===== config.mk =====
export PLATFORM = sky130hd
export DESIGN_NAME = csb_core
export DESIGN_NICKNAME = d
export VERILOG_FILES = /design/src/core/csb_pkg.sv /design/src/core/csb_core.sv
export SDC_FILE = /design/constraint.sdc
export NUM_CORES = 1
export LEC_CHECK = 0
export BUFFER_PORTS_ARGS = -buffer_cell sky130_fd_sc_hd__clkbuf_2
export CAP_MARGIN = 20
export CELL_PAD_IN_SITES_DETAIL_PLACEMENT = 1
export CELL_PAD_IN_SITES_GLOBAL_PLACEMENT = 1
export CORE_MARGIN = 3
export CORE_UTILIZATION = 29
export CTS_CLUSTER_DIAMETER = 60
export CTS_CLUSTER_SIZE = 8
export DETAILED_ROUTE_END_ITERATION = 8
export HOLD_SLACK_MARGIN = 0.06
export PLACE_DENSITY = 0.73
export SYNTH_ARGS = -nofsm -noshare
export SYNTH_HDL_FRONTEND = slang
export SYNTH_SLANG_ARGS = --single-unit

===== constraint.sdc =====
create_clock -name clk_in -period 12.15 [get_ports clk_in]
set_input_delay 1.8225 -clock clk_in [delete_from_list [all_inputs] [get_ports clk_in]]
set_output_delay 1.8225 -clock clk_in [all_outputs]
set_load 0.01 [all_outputs]

===== src/core/csb_pkg.sv =====
package csb_pkg;
    // register offsets on the plain register port
    localparam logic [7:0] ADDR_BANK_SELECT = 8'h04;
    localparam logic [7:0] ADDR_STATUS_FLAGS = 8'h0A;
    localparam logic [7:0] ADDR_WORK_REG = 8'h05;
    localparam logic [7:0] ADDR_PROG_INDEX_LOW = 8'h06;
    localparam logic [7:0] ADDR_TABLE_PTR_LOW = 8'h07;
    localparam logic [7:0] ADDR_TABLE_PTR_HIGH = 8'h08;
    localparam logic [7:0] ADDR_TABLE_RESULT_HIGH = 8'h09;
    // special-function area spans this many addresses in every bank
    localparam logic [7:0] SFR_LIMIT = 8'h80;
    // status bit positions
    localparam int STAT_CARRY = 0;
    localparam int STAT_NIBBLE = 1;
    localparam int STAT_NIL = 2;
    localparam int STAT_WRAP = 3;
    localparam int STAT_HALTED = 4;
    localparam int STAT_EXPIRY = 5;
    localparam logic [7:0] STAT_SW_MASK = 8'h0F;
    localparam logic [1:0] BANK_RESET = 2'h0;
    localparam logic [7:0] BYTE_ZERO = 8'h00;
    // affected-flag mask bits supplied with each alu operation
    localparam int AFF_C = 0;
    localparam int AFF_AC = 1;
    localparam int AFF_Z = 2;
    localparam int AFF_OV = 3;
    // alu operation codes
    typedef enum logic [3:0] {
        CSB_OP_ADD = 4'h0,
        CSB_OP_ADC = 4'h1,
        CSB_OP_SUB = 4'h2,
        CSB_OP_SBC = 4'h3,
        CSB_OP_AND = 4'h4,
        CSB_OP_OR = 4'h5,
        CSB_OP_XOR = 4'h6,
        CSB_OP_RLC = 4'h7,
        CSB_OP_RRC = 4'h8,
        CSB_OP_PASS = 4'h9
    } csb_op_t;
    // jump sequencer states
    typedef enum logic [1:0] {
        CSB_ST_RUN = 2'b00,
        CSB_ST_DUMMY = 2'b01
    } csb_state_t;
endpackage : csb_pkg


===== src/core/csb_core.sv =====
// The register addresses and the plain strobed port were chosen for this implementation.
`timescale 1ns/100ps
// Summary of operation
// - bank_pointer low two bits pick data bank zero to three.
// - resets return bank to zero, except watchdog expiry while idle or asleep.
// - special-function area decodes the same in every bank.
// - direct accesses hit bank zero; other banks only via indirect addressing.
// - bank_pointer upper six bits read zero.
// - alu results land in working_register; no register-to-register path.
// - writing prog_index_low jumps inside current page with one dummy cycle.
// - table read puts high byte in table_result_high, low byte to destination.
// - software status writes change arithmetic flags only.
// - carry set on add carry or subtract no-borrow; rotates update it.
// - nibble carry set on low-nibble carry or no nibble borrow.
// - result_nil_flag set when result is zero, else cleared.
// - signed_wrap_flag set when carry into msb differs from carry out.
// - halted_flag cleared by power-up or watchdog clear, set by halt.
// - expiry flag cleared by power-up, watchdog clear, halt; set on timeout.
// - status never stacked on calls or interrupts; only return address.
// - at power-up expiry and halted read zero, upper status bits zero.
module csb_core #(
    parameter int PC_WIDTH = 13
) (
    input wire logic clk_in,
    input wire logic rst_in,
    input wire logic power_up_in,
    input wire logic wdt_reset_in,
    input wire logic low_power_in,
    input wire logic [7:0] reg_addr_in,
    input wire logic [7:0] reg_wdata_in,
    input wire logic reg_wr_in,
    input wire logic reg_rd_in,
    input wire logic alu_go_in,
    input wire logic [3:0] alu_op_in,
    input wire logic [7:0] alu_operand_in,
    input wire logic [3:0] alu_affect_in,
    input wire logic wdt_clear_in,
    input wire logic halt_in,
    input wire logic wdt_timeout_in,
    input wire logic [7:0] mem_addr_in,
    input wire logic mem_indirect_in,
    input wire logic tbl_go_in,
    input wire logic [15:0] tbl_data_in,
    input wire logic [PC_WIDTH-1:0] pc_in,
    output logic [7:0] reg_rdata_out,
    output logic [7:0] working_reg_out,
    output logic [7:0] table_low_out,
    output logic table_low_valid_out,
    output logic [PC_WIDTH-1:0] tbl_addr_out,
    output logic [9:0] mem_phys_out,
    output logic [PC_WIDTH-1:0] jump_target_out,
    output logic jump_out,
    output logic dummy_cycle_out
);

    ////////////////////////////////////////////////////////////////////
    // decoding helpers

    // register hit test, shared by every register process
    function automatic logic hit(input logic [7:0] a, input logic [7:0] off);
        hit = (a == off);
    endfunction : hit

    logic [1:0] bank_q;
    logic [7:0] status_q;
    logic [7:0] work_q;
    logic [7:0] tbl_lo_q;
    logic [7:0] tbl_hi_q;
    logic [7:0] tbl_res_q;
    logic [7:0] rdata_q;
    logic [9:0] phys_q;
    logic [PC_WIDTH-1:0] jtgt_q;
    logic jump_q;
    logic dummy_q;
    logic [7:0] tlow_q;
    logic tvalid_q;
    logic [PC_WIDTH-1:0] taddr_q;
    csb_pkg::csb_state_t state_q;

    ////////////////////////////////////////////////////////////////////
    // alu: combinational result and flag candidates

    logic [7:0] res_d;
    logic c_d;
    logic ac_d;
    logic ov_d;
    logic [8:0] sum9;
    logic [4:0] sum5;
    logic [7:0] sum7;
    logic [7:0] b_eff;
    logic cin;
    logic arith;

    always_comb begin
        b_eff = alu_operand_in;
        cin = 1'b0;
        arith = 1'b0;
        res_d = work_q;
        c_d = status_q[csb_pkg::STAT_CARRY];
        case (csb_pkg::csb_op_t'(alu_op_in))
            csb_pkg::CSB_OP_ADD: begin
                arith = 1'b1;
            end
            csb_pkg::CSB_OP_ADC: begin
                arith = 1'b1;
                cin = status_q[csb_pkg::STAT_CARRY];
            end
            // subtract as add of inverse; carry out means no borrow
            csb_pkg::CSB_OP_SUB: begin
                arith = 1'b1;
                b_eff = ~alu_operand_in;
                cin = 1'b1;
            end
            csb_pkg::CSB_OP_SBC: begin
                arith = 1'b1;
                b_eff = ~alu_operand_in;
                cin = status_q[csb_pkg::STAT_CARRY];
            end
            csb_pkg::CSB_OP_AND: res_d = work_q & alu_operand_in;
            csb_pkg::CSB_OP_OR: res_d = work_q | alu_operand_in;
            csb_pkg::CSB_OP_XOR: res_d = work_q ^ alu_operand_in;
            csb_pkg::CSB_OP_RLC: begin
                res_d = {work_q[6:0], status_q[csb_pkg::STAT_CARRY]};
                c_d = work_q[7];
            end
            csb_pkg::CSB_OP_RRC: begin
                res_d = {status_q[csb_pkg::STAT_CARRY], work_q[7:1]};
                c_d = work_q[0];
            end
            csb_pkg::CSB_OP_PASS: res_d = alu_operand_in;
            default: res_d = work_q;
        endcase
        sum9 = {1'b0, work_q} + {1'b0, b_eff} + {8'h00, cin};
        sum5 = {1'b0, work_q[3:0]} + {1'b0, b_eff[3:0]} + {4'h0, cin};
        sum7 = {1'b0, work_q[6:0]} + {1'b0, b_eff[6:0]} + {7'h00, cin};
        ac_d = sum5[4];
        ov_d = sum7[7] ^ sum9[8];
        if (arith) begin
            res_d = sum9[7:0];
            c_d = sum9[8];
        end
    end

    ////////////////////////////////////////////////////////////////////
    // working register: the only alu destination

    // no port moves one data register to another directly
    always_ff @(posedge clk_in) begin
        if (rst_in) begin
            work_q <= csb_pkg::BYTE_ZERO;
        end else if (alu_go_in) begin
            work_q <= res_d;
        end else if (reg_wr_in && hit(reg_addr_in, csb_pkg::ADDR_WORK_REG)) begin
            work_q <= reg_wdata_in;
        end
    end

    ////////////////////////////////////////////////////////////////////
    // bank pointer

    // watchdog expiry in low power keeps the bank for resumed code
    always_ff @(posedge clk_in) begin
        if (rst_in && !(wdt_reset_in && low_power_in)) begin
            bank_q <= csb_pkg::BANK_RESET;
        end else if (!rst_in && reg_wr_in && hit(reg_addr_in, csb_pkg::ADDR_BANK_SELECT)) begin
            bank_q <= reg_wdata_in[1:0];
        end
    end

    // physical data address: sfr area and direct accesses stay in bank zero
    always_ff @(posedge clk_in) begin
        if (rst_in) begin
            phys_q <= 10'h000;
        end else if (mem_addr_in < csb_pkg::SFR_LIMIT || !mem_indirect_in) begin
            phys_q <= {2'b00, mem_addr_in};
        end else begin
            phys_q <= {bank_q, mem_addr_in};
        end
    end

    ////////////////////////////////////////////////////////////////////
    // status register

    // hardware event beats a same-cycle software write
    always_ff @(posedge clk_in) begin
        if (power_up_in) begin
            status_q <= csb_pkg::BYTE_ZERO;
        end else if (rst_in) begin
            status_q <= status_q;
        end else begin
            if (reg_wr_in && hit(reg_addr_in, csb_pkg::ADDR_STATUS_FLAGS)) begin
                status_q[3:0] <= reg_wdata_in[3:0];
            end
            if (alu_go_in) begin
                if (alu_affect_in[csb_pkg::AFF_C]) status_q[csb_pkg::STAT_CARRY] <= c_d;
                if (alu_affect_in[csb_pkg::AFF_AC]) status_q[csb_pkg::STAT_NIBBLE] <= ac_d;
                if (alu_affect_in[csb_pkg::AFF_Z]) status_q[csb_pkg::STAT_NIL] <= (res_d == 8'h00);
                if (alu_affect_in[csb_pkg::AFF_OV]) status_q[csb_pkg::STAT_WRAP] <= ov_d;
            end
            if (wdt_clear_in) begin
                status_q[csb_pkg::STAT_HALTED] <= 1'b0;
                status_q[csb_pkg::STAT_EXPIRY] <= 1'b0;
            end else if (halt_in) begin
                status_q[csb_pkg::STAT_HALTED] <= 1'b1;
                status_q[csb_pkg::STAT_EXPIRY] <= 1'b0;
            end
            if (wdt_timeout_in) begin
                status_q[csb_pkg::STAT_EXPIRY] <= 1'b1;
            end
        end
    end

    ////////////////////////////////////////////////////////////////////
    // table pointers and table read

    always_ff @(posedge clk_in) begin
        if (rst_in) begin
            tbl_lo_q <= csb_pkg::BYTE_ZERO;
            tbl_hi_q <= csb_pkg::BYTE_ZERO;
        end else if (reg_wr_in) begin
            if (hit(reg_addr_in, csb_pkg::ADDR_TABLE_PTR_LOW)) tbl_lo_q <= reg_wdata_in;
            if (hit(reg_addr_in, csb_pkg::ADDR_TABLE_PTR_HIGH)) tbl_hi_q <= reg_wdata_in;
        end
    end

    // table address is presented continuously; data arrives on tbl_go_in
    always_ff @(posedge clk_in) begin
        if (rst_in) begin
            taddr_q <= '0;
            tbl_res_q <= csb_pkg::BYTE_ZERO;
            tlow_q <= csb_pkg::BYTE_ZERO;
            tvalid_q <= 1'b0;
        end else begin
            taddr_q <= PC_WIDTH'({tbl_hi_q, tbl_lo_q});
            tvalid_q <= tbl_go_in;
            if (tbl_go_in) begin
                tbl_res_q <= tbl_data_in[15:8];
                tlow_q <= tbl_data_in[7:0];
            end
        end
    end

    ////////////////////////////////////////////////////////////////////
    // program counter low writes: in-page jump plus dummy cycle

    always_ff @(posedge clk_in) begin
        if (rst_in) begin
            state_q <= csb_pkg::CSB_ST_RUN;
            jump_q <= 1'b0;
            dummy_q <= 1'b0;
            jtgt_q <= '0;
        end else begin
            jump_q <= 1'b0;
            dummy_q <= 1'b0;
            case (state_q)
                csb_pkg::CSB_ST_RUN: begin
                    if (reg_wr_in && hit(reg_addr_in, csb_pkg::ADDR_PROG_INDEX_LOW)) begin
                        jtgt_q <= {pc_in[PC_WIDTH-1:8], reg_wdata_in};
                        jump_q <= 1'b1;
                        state_q <= csb_pkg::CSB_ST_DUMMY;
                    end
                end
                csb_pkg::CSB_ST_DUMMY: begin
                    dummy_q <= 1'b1;
                    state_q <= csb_pkg::CSB_ST_RUN;
                end
                default: state_q <= csb_pkg::CSB_ST_RUN;
            endcase
        end
    end

    ////////////////////////////////////////////////////////////////////
    // register read port, data one cycle after the strobe

    // unmapped addresses read zero
    always_ff @(posedge clk_in) begin
        if (rst_in) begin
            rdata_q <= csb_pkg::BYTE_ZERO;
        end else if (reg_rd_in) begin
            if (hit(reg_addr_in, csb_pkg::ADDR_BANK_SELECT)) rdata_q <= {6'h00, bank_q};
            else if (hit(reg_addr_in, csb_pkg::ADDR_STATUS_FLAGS)) rdata_q <= {2'b00, status_q[5:0]};
            else if (hit(reg_addr_in, csb_pkg::ADDR_WORK_REG)) rdata_q <= work_q;
            else if (hit(reg_addr_in, csb_pkg::ADDR_PROG_INDEX_LOW)) rdata_q <= pc_in[7:0];
            else if (hit(reg_addr_in, csb_pkg::ADDR_TABLE_PTR_LOW)) rdata_q <= tbl_lo_q;
            else if (hit(reg_addr_in, csb_pkg::ADDR_TABLE_PTR_HIGH)) rdata_q <= tbl_hi_q;
            else if (hit(reg_addr_in, csb_pkg::ADDR_TABLE_RESULT_HIGH)) rdata_q <= tbl_res_q;
            else rdata_q <= csb_pkg::BYTE_ZERO;
        end else begin
            rdata_q <= csb_pkg::BYTE_ZERO;
        end
    end

    // status is never pushed: no stack port exists here
    assign reg_rdata_out = rdata_q;
    assign working_reg_out = work_q;
    assign table_low_out = tlow_q;
    assign table_low_valid_out = tvalid_q;
    assign tbl_addr_out = taddr_q;
    assign mem_phys_out = phys_q;
    assign jump_target_out = jtgt_q;
    assign jump_out = jump_q;
    assign dummy_cycle_out = dummy_q;
endmodule : csb_core


[Word level (Yosys, flattened, before mapping)]
Cells that the tools add are included.
Storage, ports and cells
  register bits: 96
  output and inout bits: 63
  logic and storage cells: 111
Operators by class
  add/subtract/negate cells: 6
  $lt $le $gt $ge: 1
  eq/ne operators: 17
  muxes and demuxes: 27
  bitwise logic cells: 8
  reductions and logical operators: 31
Operators with widths (count)
  8-bit two-way mux: 9
  8-bit one-hot mux with 6 select lines: 1
  8-bit by 3-bit equality test with 1-bit output (second input constant): 4
  8-bit by 4-bit equality test with 1-bit output (second input constant): 3
  4-bit by 3-bit equality test with 1-bit output (second input constant): 4
  2-bit AND reduction: 6
  2-bit OR reduction: 5
  8-bit by 8-bit adder with 9-bit output: 1
  9-bit by 1-bit adder with 9-bit output: 1
  1-bit two-way mux: 9
  7-bit by 7-bit adder with 8-bit output: 1
  8-bit by 1-bit adder with 8-bit output: 1
  8-bit AND: 1
  4-bit by 2-bit equality test with 1-bit output (second input constant): 2
  4-bit equality test (second input constant): 2
  8-bit zero test: 1
  8-bit less-than comparator (second input constant): 1
  4-bit two-way mux: 2
  8-bit inverter: 1
  8-bit bitwise OR: 1
  4-bit OR reduction: 2
  8-bit XOR: 1
  1-bit logical AND: 7
  2-bit two-way mux: 3
  other kinds (15): 21

[Longest topological paths before layout]
Gate-level depths: netlist of the first run.
  depth after elaboration: 9
  gate-level depth with buffers: 16

[Least setup slack after synthesis of the first run]
No wires, ideal clock.
  kind: input-to-reg
  start: input alu_op_in[3]
  end: register status_q[3]
  setup time: 0.081 ns
  data arrival time: 4.998 ns
  required time: 12.069 ns
  path slack: 7.071 ns
  stages: 16
  buffers on the path: 4
  cells stage by stage: buf_2 buf_2 nor2_1 clkbuf_1 and2_1 buf_2 xnor2_1 fa_1 inv_1 fa_1 nand2b_1 a211o_1 a21oi_1 a21oi_1 or4_1 a41oi_1
Between the ends
  cells in the longest elaborated chain, start to end: 8
RTL lines
  from (decl): RTL line csb_core.sv:34  | input wire logic [3:0] alu_op_in,
  4-bit by 2-bit equality test with 1-bit output: RTL line csb_core.sv:100  | case (csb_pkg::csb_op_t'(alu_op_in))
  2-bit OR reduction (no source line)
  8-bit two-way mux
  8-bit by 8-bit adder with 9-bit output / 7-bit by 7-bit adder with 8-bit output (equally long branches): RTL line csb_core.sv:133, csb_core.sv:135
  9-bit by 1-bit adder with 9-bit output / 8-bit by 1-bit adder with 8-bit output (equally long branches): RTL line csb_core.sv:133, csb_core.sv:135
  1-bit XOR (*): RTL line csb_core.sv:137  | ov_d = sum7[7] ^ sum9[8];
  1-bit two-way mux (*): RTL line csb_core.sv:198  | if (alu_affect_in[csb_pkg::AFF_OV]) status_q[csb_pkg::STAT_WRAP] <= ov_d;
  4-bit two-way mux (*): RTL line csb_core.sv:194  | if (alu_go_in) begin
  to (signal assigned): RTL line csb_core.sv:192  | status_q[3:0] <= reg_wdata_in[3:0];
  to (signal, indexed assignment): RTL line csb_core.sv:197  | if (alu_affect_in[csb_pkg::AFF_Z]) status_q[csb_pkg::STAT_NIL] <= (res_d == 8'h00);
  to (signal, indexed assignment): RTL line csb_core.sv:198
  to (decl): RTL line csb_core.sv:65  | logic [7:0] status_q;
Mark *: on every way between the ends. The rest lies on a longest branch, timed or not.
A chain may end at the register's enable or synchronous reset.

[Worst setup path in the final report of the first run]
Same ends and word-level chain as after synthesis.

==> results of run 1 <==
per-layer routing:
metal,global-route usage (%),vias up
met5,0,-
met4,4.233,0
met3,3.562,20
met2,29.03,124
met1,23.61,2454
li1,-,2477
worst paths after layout:
check | to | startpoint | cells after the start | slack (ns)
worst max-delay path | status_q[3]$_SDFFE_PP0N_ | alu_op_in[3] | 13 | 6.57
worst min-delay path | reg_rdata_out[4]$_SDFF_PP0_ | tbl_res_q[4]$_SDFFE_PP0P_ | 2 | 0.46
worst max register to register | status_q[3]$_SDFFE_PP0N_ | status_q[0]$_SDFFE_PP0P_ | 11 | 9.20
worst min register to register | reg_rdata_out[4]$_SDFF_PP0_ | tbl_res_q[4]$_SDFFE_PP0P_ | 2 | 0.46
cell usage in the layout (no fill, tap or decap), types with 7 or more instances in the layout:
master,n
a21oi_1,60
clkbuf_16,9
clkbuf_2,144
dfxtp_1,96
ha_1,23
inv_1,25
mux2i_1,40
nand2_1,55
nand2b_1,7
nand3_1,28
nor2_1,63
nor2b_1,30
nor3_1,9
o21ai_0,13
xnor2_1,9
worst reg2reg max path, delay by kind of cell, from the launching register on:
kind	cells	cell delay, ns
compound gates	4	0.79
simple gates	3	0.74
fa+ha+maj	2	0.61
flops	1	0.53
mux	1	0.13
buf+inv	1	0.06
power groups by stage:
stage	Combinational [mW]	Clock [mW]	Sequential (mW)
2_1_floorplan	0.0763	0	0.338
3_3_place_gp	0.120	0	0.340
3_5_place_dp	0.122	0	0.340
4_1_cts	0.123	0.335	0.333
5_1_grt	0.137	0.350	0.334
6_report	0.123	0.327	0.333
Yosys cell counts, types with 4 or more instances:
library cell | number | area share, %
nand3_1 | 28 | 2.7
nor2_1 | 63 | 4.5
dfxtp_1 | 96 | 36
buf_1 | 4 | 0.28
nand3b_1 | 6 | 0.85
or3b_2 | 4 | 0.66
a311oi_1 | 5 | 0.83
a22oi_1 | 5 | 0.71
and2_1 | 5 | 0.59
inv_1 | 25 | 1.8
xnor2_1 | 9 | 1.5
buf_2 | 13 | 1.2
o22ai_1 | 5 | 0.59
and3_1 | 5 | 0.59
nor3_1 | 9 | 0.85
a21oi_1 | 60 | 5.7
nor2b_1 | 30 | 3.6
a221oi_1 | 6 | 1.0
clkbuf_1 | 19 | 1.4
nand2_1 | 55 | 3.9
mux2_2 | 4 | 0.85
nand2b_1 | 7 | 0.83
ha_1 | 23 | 5.5
mux2i_1 | 40 | 7.6
a22o_1 | 4 | 0.66
nor4_1 | 4 | 0.47
o21ai_0 | 13 | 1.2
a211oi_1 | 5 | 0.71
state kept, by name, summed over array words and instances (netlist names):
name and count:
bank_q 2, dummy_cycle_out 1, jump_out 1, jump_target_out 13
mem_phys_out 10, reg_rdata_out 8, state_q 1, status_q 6
table_low_out 8, table_low_valid_out 1, tbl_addr_out 13, tbl_hi_q 8
tbl_lo_q 8, tbl_res_q 8, working_reg_out 8
stage by stage:
step                instance area (µm²)  total power [mW]  std cells
floorplan                          5276            0.4148        626
global placement                   6127            0.4594        959
detailed placement                 6127            0.4617        959
CTS                                6474            0.7901        975
global route                       6479            0.8207        976
finish                             6479            0.7826        976
logic make-up after synthesis:
kind of cell | synth area share [%]
compound gates | 17.88
xor+xnor | 1.826
fa+ha+maj | 6.213
buf+inv | 5.146
flops | 36.42
mux | 8.442
simple gates | 24.07
layout make-up:
type	count	area [µm²]	area share, %
clock buffer	11	242.7	3.747
clock inverter	5	103.9	1.603
inverter	26	97.59	1.506
multi-input combinational	465	3083	47.59
sequential	96	1922	29.66
tap	225	281.5	4.345
timing repair buffer	148	748.2	11.55
==> impl_metrics.py, run 1 <==
metrics = {
    "final_layout": {
        "fillers": 2156,
        "utilization_pct": 36.94,
        "drive_gt1_share_pct": 24.10,
        "diodes": 0,
        "final_nets": 853,
        "syn2layout_area_growth_pct": 22.79,
    },
    "worst_setup_path": {
        "crit_path_start_kind": "input port",
        "crit_family": "simple AND/OR/NAND/NOR gates",
        "crit_type": "input port to flop",
        "worstPathArrival_ns": 5.85,
        "worstPathRequired_ns": 12.42,
        "crit_buf_inv": 2,
        "cp_max_fo": 37,
        "critPathSlowestCell": "nor2_1",
        "max_stage_delay_ns": 0.84,
        "path_cells": "clkbuf_2 -> nor2_1 -> and2_1 -> xnor2_1 -> fa_1 -> inv_1 -> fa_1 -> nand2b_1 -> a211o_1 -> a21oi_1 -> a21oi_1 -> or4_1 -> a41oi_1",
        "worst_setup_path_end_kind": "flop",
    },
    "yosys": {
        "synth_nets": 733,
        "yosysWarnings": 0,
        "ys_seq_area_share_pct": 36.42,
        "ys_seq_elements": 96,
        "netlist_instances": 626,
        "ys.flop_type": "dfxtp_1",
        "synth.avg_cell_area_um2": 8.429,
        "synth_edf_count": 0,
        "synth_cell_types": 68,
        "syn_area_um2": 5276,
        "synthArstFlopShare_pct": 0,
    },
    "floorplan": {
        "num_rows": 48,
        "io_pins": 145,
        "coreArea_um2": 17540,
        "dieWidth_um": 140.9,
        "die_h_um": 140.9,
        "start_util_pct": 30.09,
        "dieArea_um2": 19850,
    },
    "detailed_routing": {
        "routedLengthMet1_um": 8164,
        "routed_via_density": 5.200,
        "drcViolationCount": 0,
        "top_layer_used": "met4",
        "vias": 5075,
        "wire_per_inst_um": 18.28,
        "routed_wl_um": 17840,
        "ant_nets": 0,
        "met2WireLength_um": 8518,
        "dr_wl_met3_um": 901,
        "dr.pass1.iters": 5,
        "first_iter_violations": 279,
    },
    "clock_tree": {
        "clockRootBuffer": "clkbuf_16",
        "clk_path_buf_depth": 2,
        "tritoncts": "yes",
        "ctsResizeCount": 0,
        "cts_setup_buffers": 0,
        "postCtsHoldBufs": 0,
        "cts_made_buffers": 9,
        "clkTransAtPathRegs_ns": 0.07,
        "cts_sinks": 96,
        "htree_levels": 3,
        "clkLatencyLatePin_ns": 0.35,
    },
    "grt": {
        "grt_pass1_vias": 5144,
        "grt_max_degree": 62,
        "grt.total_usage_pct": 17.57,
        "overflow": 0,
        "antenna_found_initial": 0,
        "grt_pass1_wl_um": 28060,
    },
    "placement": {
        "place_ws_ns": 6.243,
        "place_congestion": 0.8328,
        "io_buffers": 144,
        "hpwl_um": 13430,
    },
    "sta": {
        "period_share_pct": 45.89,
        "fin_skew_ns": 0.006044,
        "fin_hold_ws_ns": 0.4613,
        "final.setup.worst_slack_ns": 6.574,
        "max-slew-margin-rel_pct": 38.52,
        "max_freq_mhz": 179.3,
        "drv_slew": 0,
        "worst_pin_slew_ns": 0.9188,
        "setup_viol": 0,
        "period_minus_slack_ns": 5.576,
        "timing_hold_violations_final": 0,
        "rsz0062_at_grt": "false",
        "setup_tns_ns": 0,
    },
    "power_and_ir_drop": {
        "seqPwrFrac_pct": 42.5,
        "p_comb_share_pct": 15.7,
        "pwr-share-clk_pct": 41.8,
        "sw_frac_of_total_pct": 26.11,
        "leakagePower_nw": 2.861,
        "intPower_mw": 0.5782,
        "power_switching_mw": 0.2043,
        "irDropWorstVdd_v": 0.00006807,
        "power_density_nw_per_um2": 120.8,
    },
    "hold_path": {
        "hold_class": "flop to flop",
    },
    "flow_run": {
        "drv_cap": 0,
    },
    "status": {
        "status": "finished, final reports clean",
    },
}
(Power assumes the default switching activity.)
==> run 2, diff against run 1 <==
--- a/config.mk
+++ b/config.mk
@@ -5,6 +5,7 @@
 export SDC_FILE = /design/constraint.sdc
 export NUM_CORES = 1
 export LEC_CHECK = 0
+export ABC_AREA = 1
 export BUFFER_PORTS_ARGS = -buffer_cell sky130_fd_sc_hd__clkbuf_2
 export CAP_MARGIN = 20
 export CELL_PAD_IN_SITES_DETAIL_PLACEMENT = 1
@@ -15,7 +16,7 @@
 export CTS_CLUSTER_SIZE = 8
 export DETAILED_ROUTE_END_ITERATION = 8
 export HOLD_SLACK_MARGIN = 0.06
-export PLACE_DENSITY = 0.73
+export PLACE_DENSITY = 0.78
 export SYNTH_ARGS = -nofsm -noshare
 export SYNTH_HDL_FRONTEND = slang
 export SYNTH_SLANG_ARGS = --single-unit
==> constraint.sdc (replaced) <==
create_clock -name clk_in -period 4.6 [get_ports clk_in]
set_input_delay 0.69 -clock clk_in [delete_from_list [all_inputs] [get_ports clk_in]]
set_output_delay 0.69 -clock clk_in [all_outputs]
set_load 0.01 [all_outputs]
==> impl_metrics.py, run 2 <==
metrics = {
    "grt": {
        "antenna_found_initial": 0,
        "grt_pass1_vias": 5403,
        "grt_max_degree": 52,
        "grt.total_usage_pct": 19.18,
        "grt_pass1_wl_um": 29610,
        "overflow": 0,
    },
    "sta": {
        "drv_slew": 0,
        "final.setup.worst_slack_ns": 1.511,
        "period_minus_slack_ns": 3.089,
        "timing_hold_violations_final": 0,
        "fin_hold_ws_ns": 0.4534,
        "fin_skew_ns": 0.007262,
        "setup_viol": 0,
        "worst_pin_slew_ns": 0.9330,
        "rsz0062_at_grt": "false",
        "setup_tns_ns": 0,
        "max-slew-margin-rel_pct": 37.80,
        "max_freq_mhz": 323.8,
        "period_share_pct": 67.14,
    },
    "detailed_routing": {
        "wire_per_inst_um": 17.11,
        "first_iter_violations": 270,
        "vias": 5306,
        "dr.pass1.iters": 4,
        "drcViolationCount": 0,
        "routed_via_density": 4.918,
        "ant_nets": 0,
        "routed_wl_um": 18460,
    },
    "final_layout": {
        "mostFrequentLayoutCells": "144 x clkbuf_2, 142 x nor2_1, 103 x nand2_1",
        "final_nets": 961,
        "drive_gt1_share_pct": 21.77,
        "diodes": 0,
        "layout_commonest_cell": "clkbuf_2",
        "syn2layout_area_growth_pct": 24.02,
    },
    "yosys": {
        "synth_nets": 823,
        "syn_area_um2": 5074,
        "ys_seq_area_share_pct": 37.88,
        "netlist_instances": 716,
        "synthArstFlopShare_pct": 0,
        "synthTopCellsByCount": "142 x nor2_1, 103 x nand2_1, 96 x dfxtp_1",
        "ys_seq_elements": 96,
        "yosys.area.top_type": "dfxtp_1",
        "synth.avg_cell_area_um2": 7.086,
        "synth_top_area_share_pct": 37.88,
        "synth_most_common_cell": "nor2_1",
        "synth_area_leaders": "dfxtp_1 38%, nor2_1 11%, nand2_1 7.6%",
        "yosysWarnings": 0,
        "ys.flop_type": "dfxtp_1",
        "synth_cell_types": 42,
        "synth_edf_count": 0,
    },
    "clock_tree": {
        "clk_path_buf_depth": 2,
        "cts_sinks": 96,
        "tritoncts": "yes",
        "clockRootBuffer": "clkbuf_16",
        "clkLatencyLatePin_ns": 0.35,
        "cts_setup_buffers": 0,
        "postCtsHoldBufs": 0,
        "cts_made_buffers": 9,
        "clkTransAtPathRegs_ns": 0.07,
        "ctsResizeCount": 0,
        "htree_levels": 3,
    },
    "worst_setup_path": {
        "worstPathArrival_ns": 3.38,
        "rr_worst_depth": 16,
        "cp_max_fo": 11,
        "crit_path_start_kind": "input port",
        "reg2reg_slack_ns": 2.06,
        "worst_setup_path_end_kind": "flop",
        "worstPathRequired_ns": 4.89,
        "crit_type": "input port to flop",
        "reg2reg_from": "status_q[0]$_SDFFE_PP0P_",
        "r2r_end": "status_q[2]$_SDFFE_PP0N_",
    },
    "placement": {
        "place_ws_ns": 1.166,
        "hpwl_um": 14180,
        "place_congestion": 0.8758,
        "io_buffers": 144,
    },
    "floorplan": {
        "start_util_pct": 30.06,
        "dieWidth_um": 138.3,
        "die_h_um": 138.3,
        "num_rows": 47,
        "io_pins": 145,
        "coreArea_um2": 16880,
        "dieArea_um2": 19120,
    },
    "power_and_ir_drop": {
        "irDropWorstVdd_v": 0.0001819,
        "power_density_nw_per_um2": 309.9,
        "leakagePower_nw": 3.062,
        "power_mw": 1.950,
    },
    "status": {
        "status": "finished, final reports clean",
    },
    "hold_path": {
        "hold_class": "flop to flop",
        "holdPathStages": 2,
        "hold_path_end": "tbl_addr_out[4]$_SDFF_PP0_",
        "hold_path.startpoint": "tbl_lo_q[4]$_SDFFE_PP0P_",
    },
    "flow_run": {
        "drv_cap": 0,
    },
}
run 2: worst max path at each step:
stage                     slack (ns)         start                       end
after detailed placement        1.17  alu_op_in[2]  status_q[3]$_SDFFE_PP0N_
final                           1.51  alu_op_in[2]  status_q[2]$_SDFFE_PP0N_
after CTS                       1.52  alu_op_in[2]  status_q[2]$_SDFFE_PP0N_
after floorplan                 1.57  alu_op_in[3]  status_q[3]$_SDFFE_PP0N_
after global placement          1.28  alu_op_in[2]  status_q[3]$_SDFFE_PP0N_
after global routing            1.15  alu_op_in[2]  status_q[2]$_SDFFE_PP0N_
run 2: final cells by class:
cell class / count / area (µm²)
fill: 2173 / 10590
multi-input combinational: 502 / 2671
sequential: 96 / 1922
timing repair buffer: 149 / 762.0
inverter: 96 / 360.3
tap: 220 / 275.3
clock buffer: 9 / 225.2
clock inverter: 7 / 76.32
run 2: power breakdown:
part | switching, mW | total (mW) | internal (mW)
Combinational | 0.200 | 0.309 | 0.109
Clock | 0.336 | 0.762 | 0.426
Sequential | 0.0259 | 0.880 | 0.854
Total | 0.561 | 1.95 | 1.39
run 2: stage by stage:
stage	instance area [µm²]	utilization [%]	instances
after global routing	6292	37.28	1079
after CTS	6281	37.22	1078
after floorplan	5074	-	716
after global placement	5979	35.43	1062
final	6292	37.28	1079
after detailed placement	5979	35.43	1062
run 2: critical path, stage by stage:
cell and delay, ns:
clkbuf_2 0.13, nor2_1 0.11, buf_4 0.20, nand2_1 0.26
xor2_1 0.25, fa_1 0.46, inv_1 0.11, fa_1 0.21
inv_1 0.06, nand2_1 0.09, nand2_1 0.08, nand2_1 0.06
a21oi_1 0.05, a21oi_1 0.17, nand2_1 0.08, nor2_1 0.09
nand2_1 0.06, nand2_1 0.05, nand2_1 0.06, a21oi_2 0.10
run 2: routing by layer:
metal	wire, µm	track usage, %	vias up
met5	0	0	-
met4	508	6.240	0
met3	948	3.453	32
met2	8898	32.73	158
met1	8105	24.59	2500
li1	-	-	2616
run 2: cells by family after synthesis:
family / count (synthesis) / share of synthesized area, %
xor gates and xnor gates: 11 / 1.899
AOI/OAI and AO/OA: 139 / 15.76
adders and majority gates: 25 / 6.461
and+or+nand+nor: 327 / 28.53
buffers and inverters: 118 / 9.469
DFF: 96 / 37.88
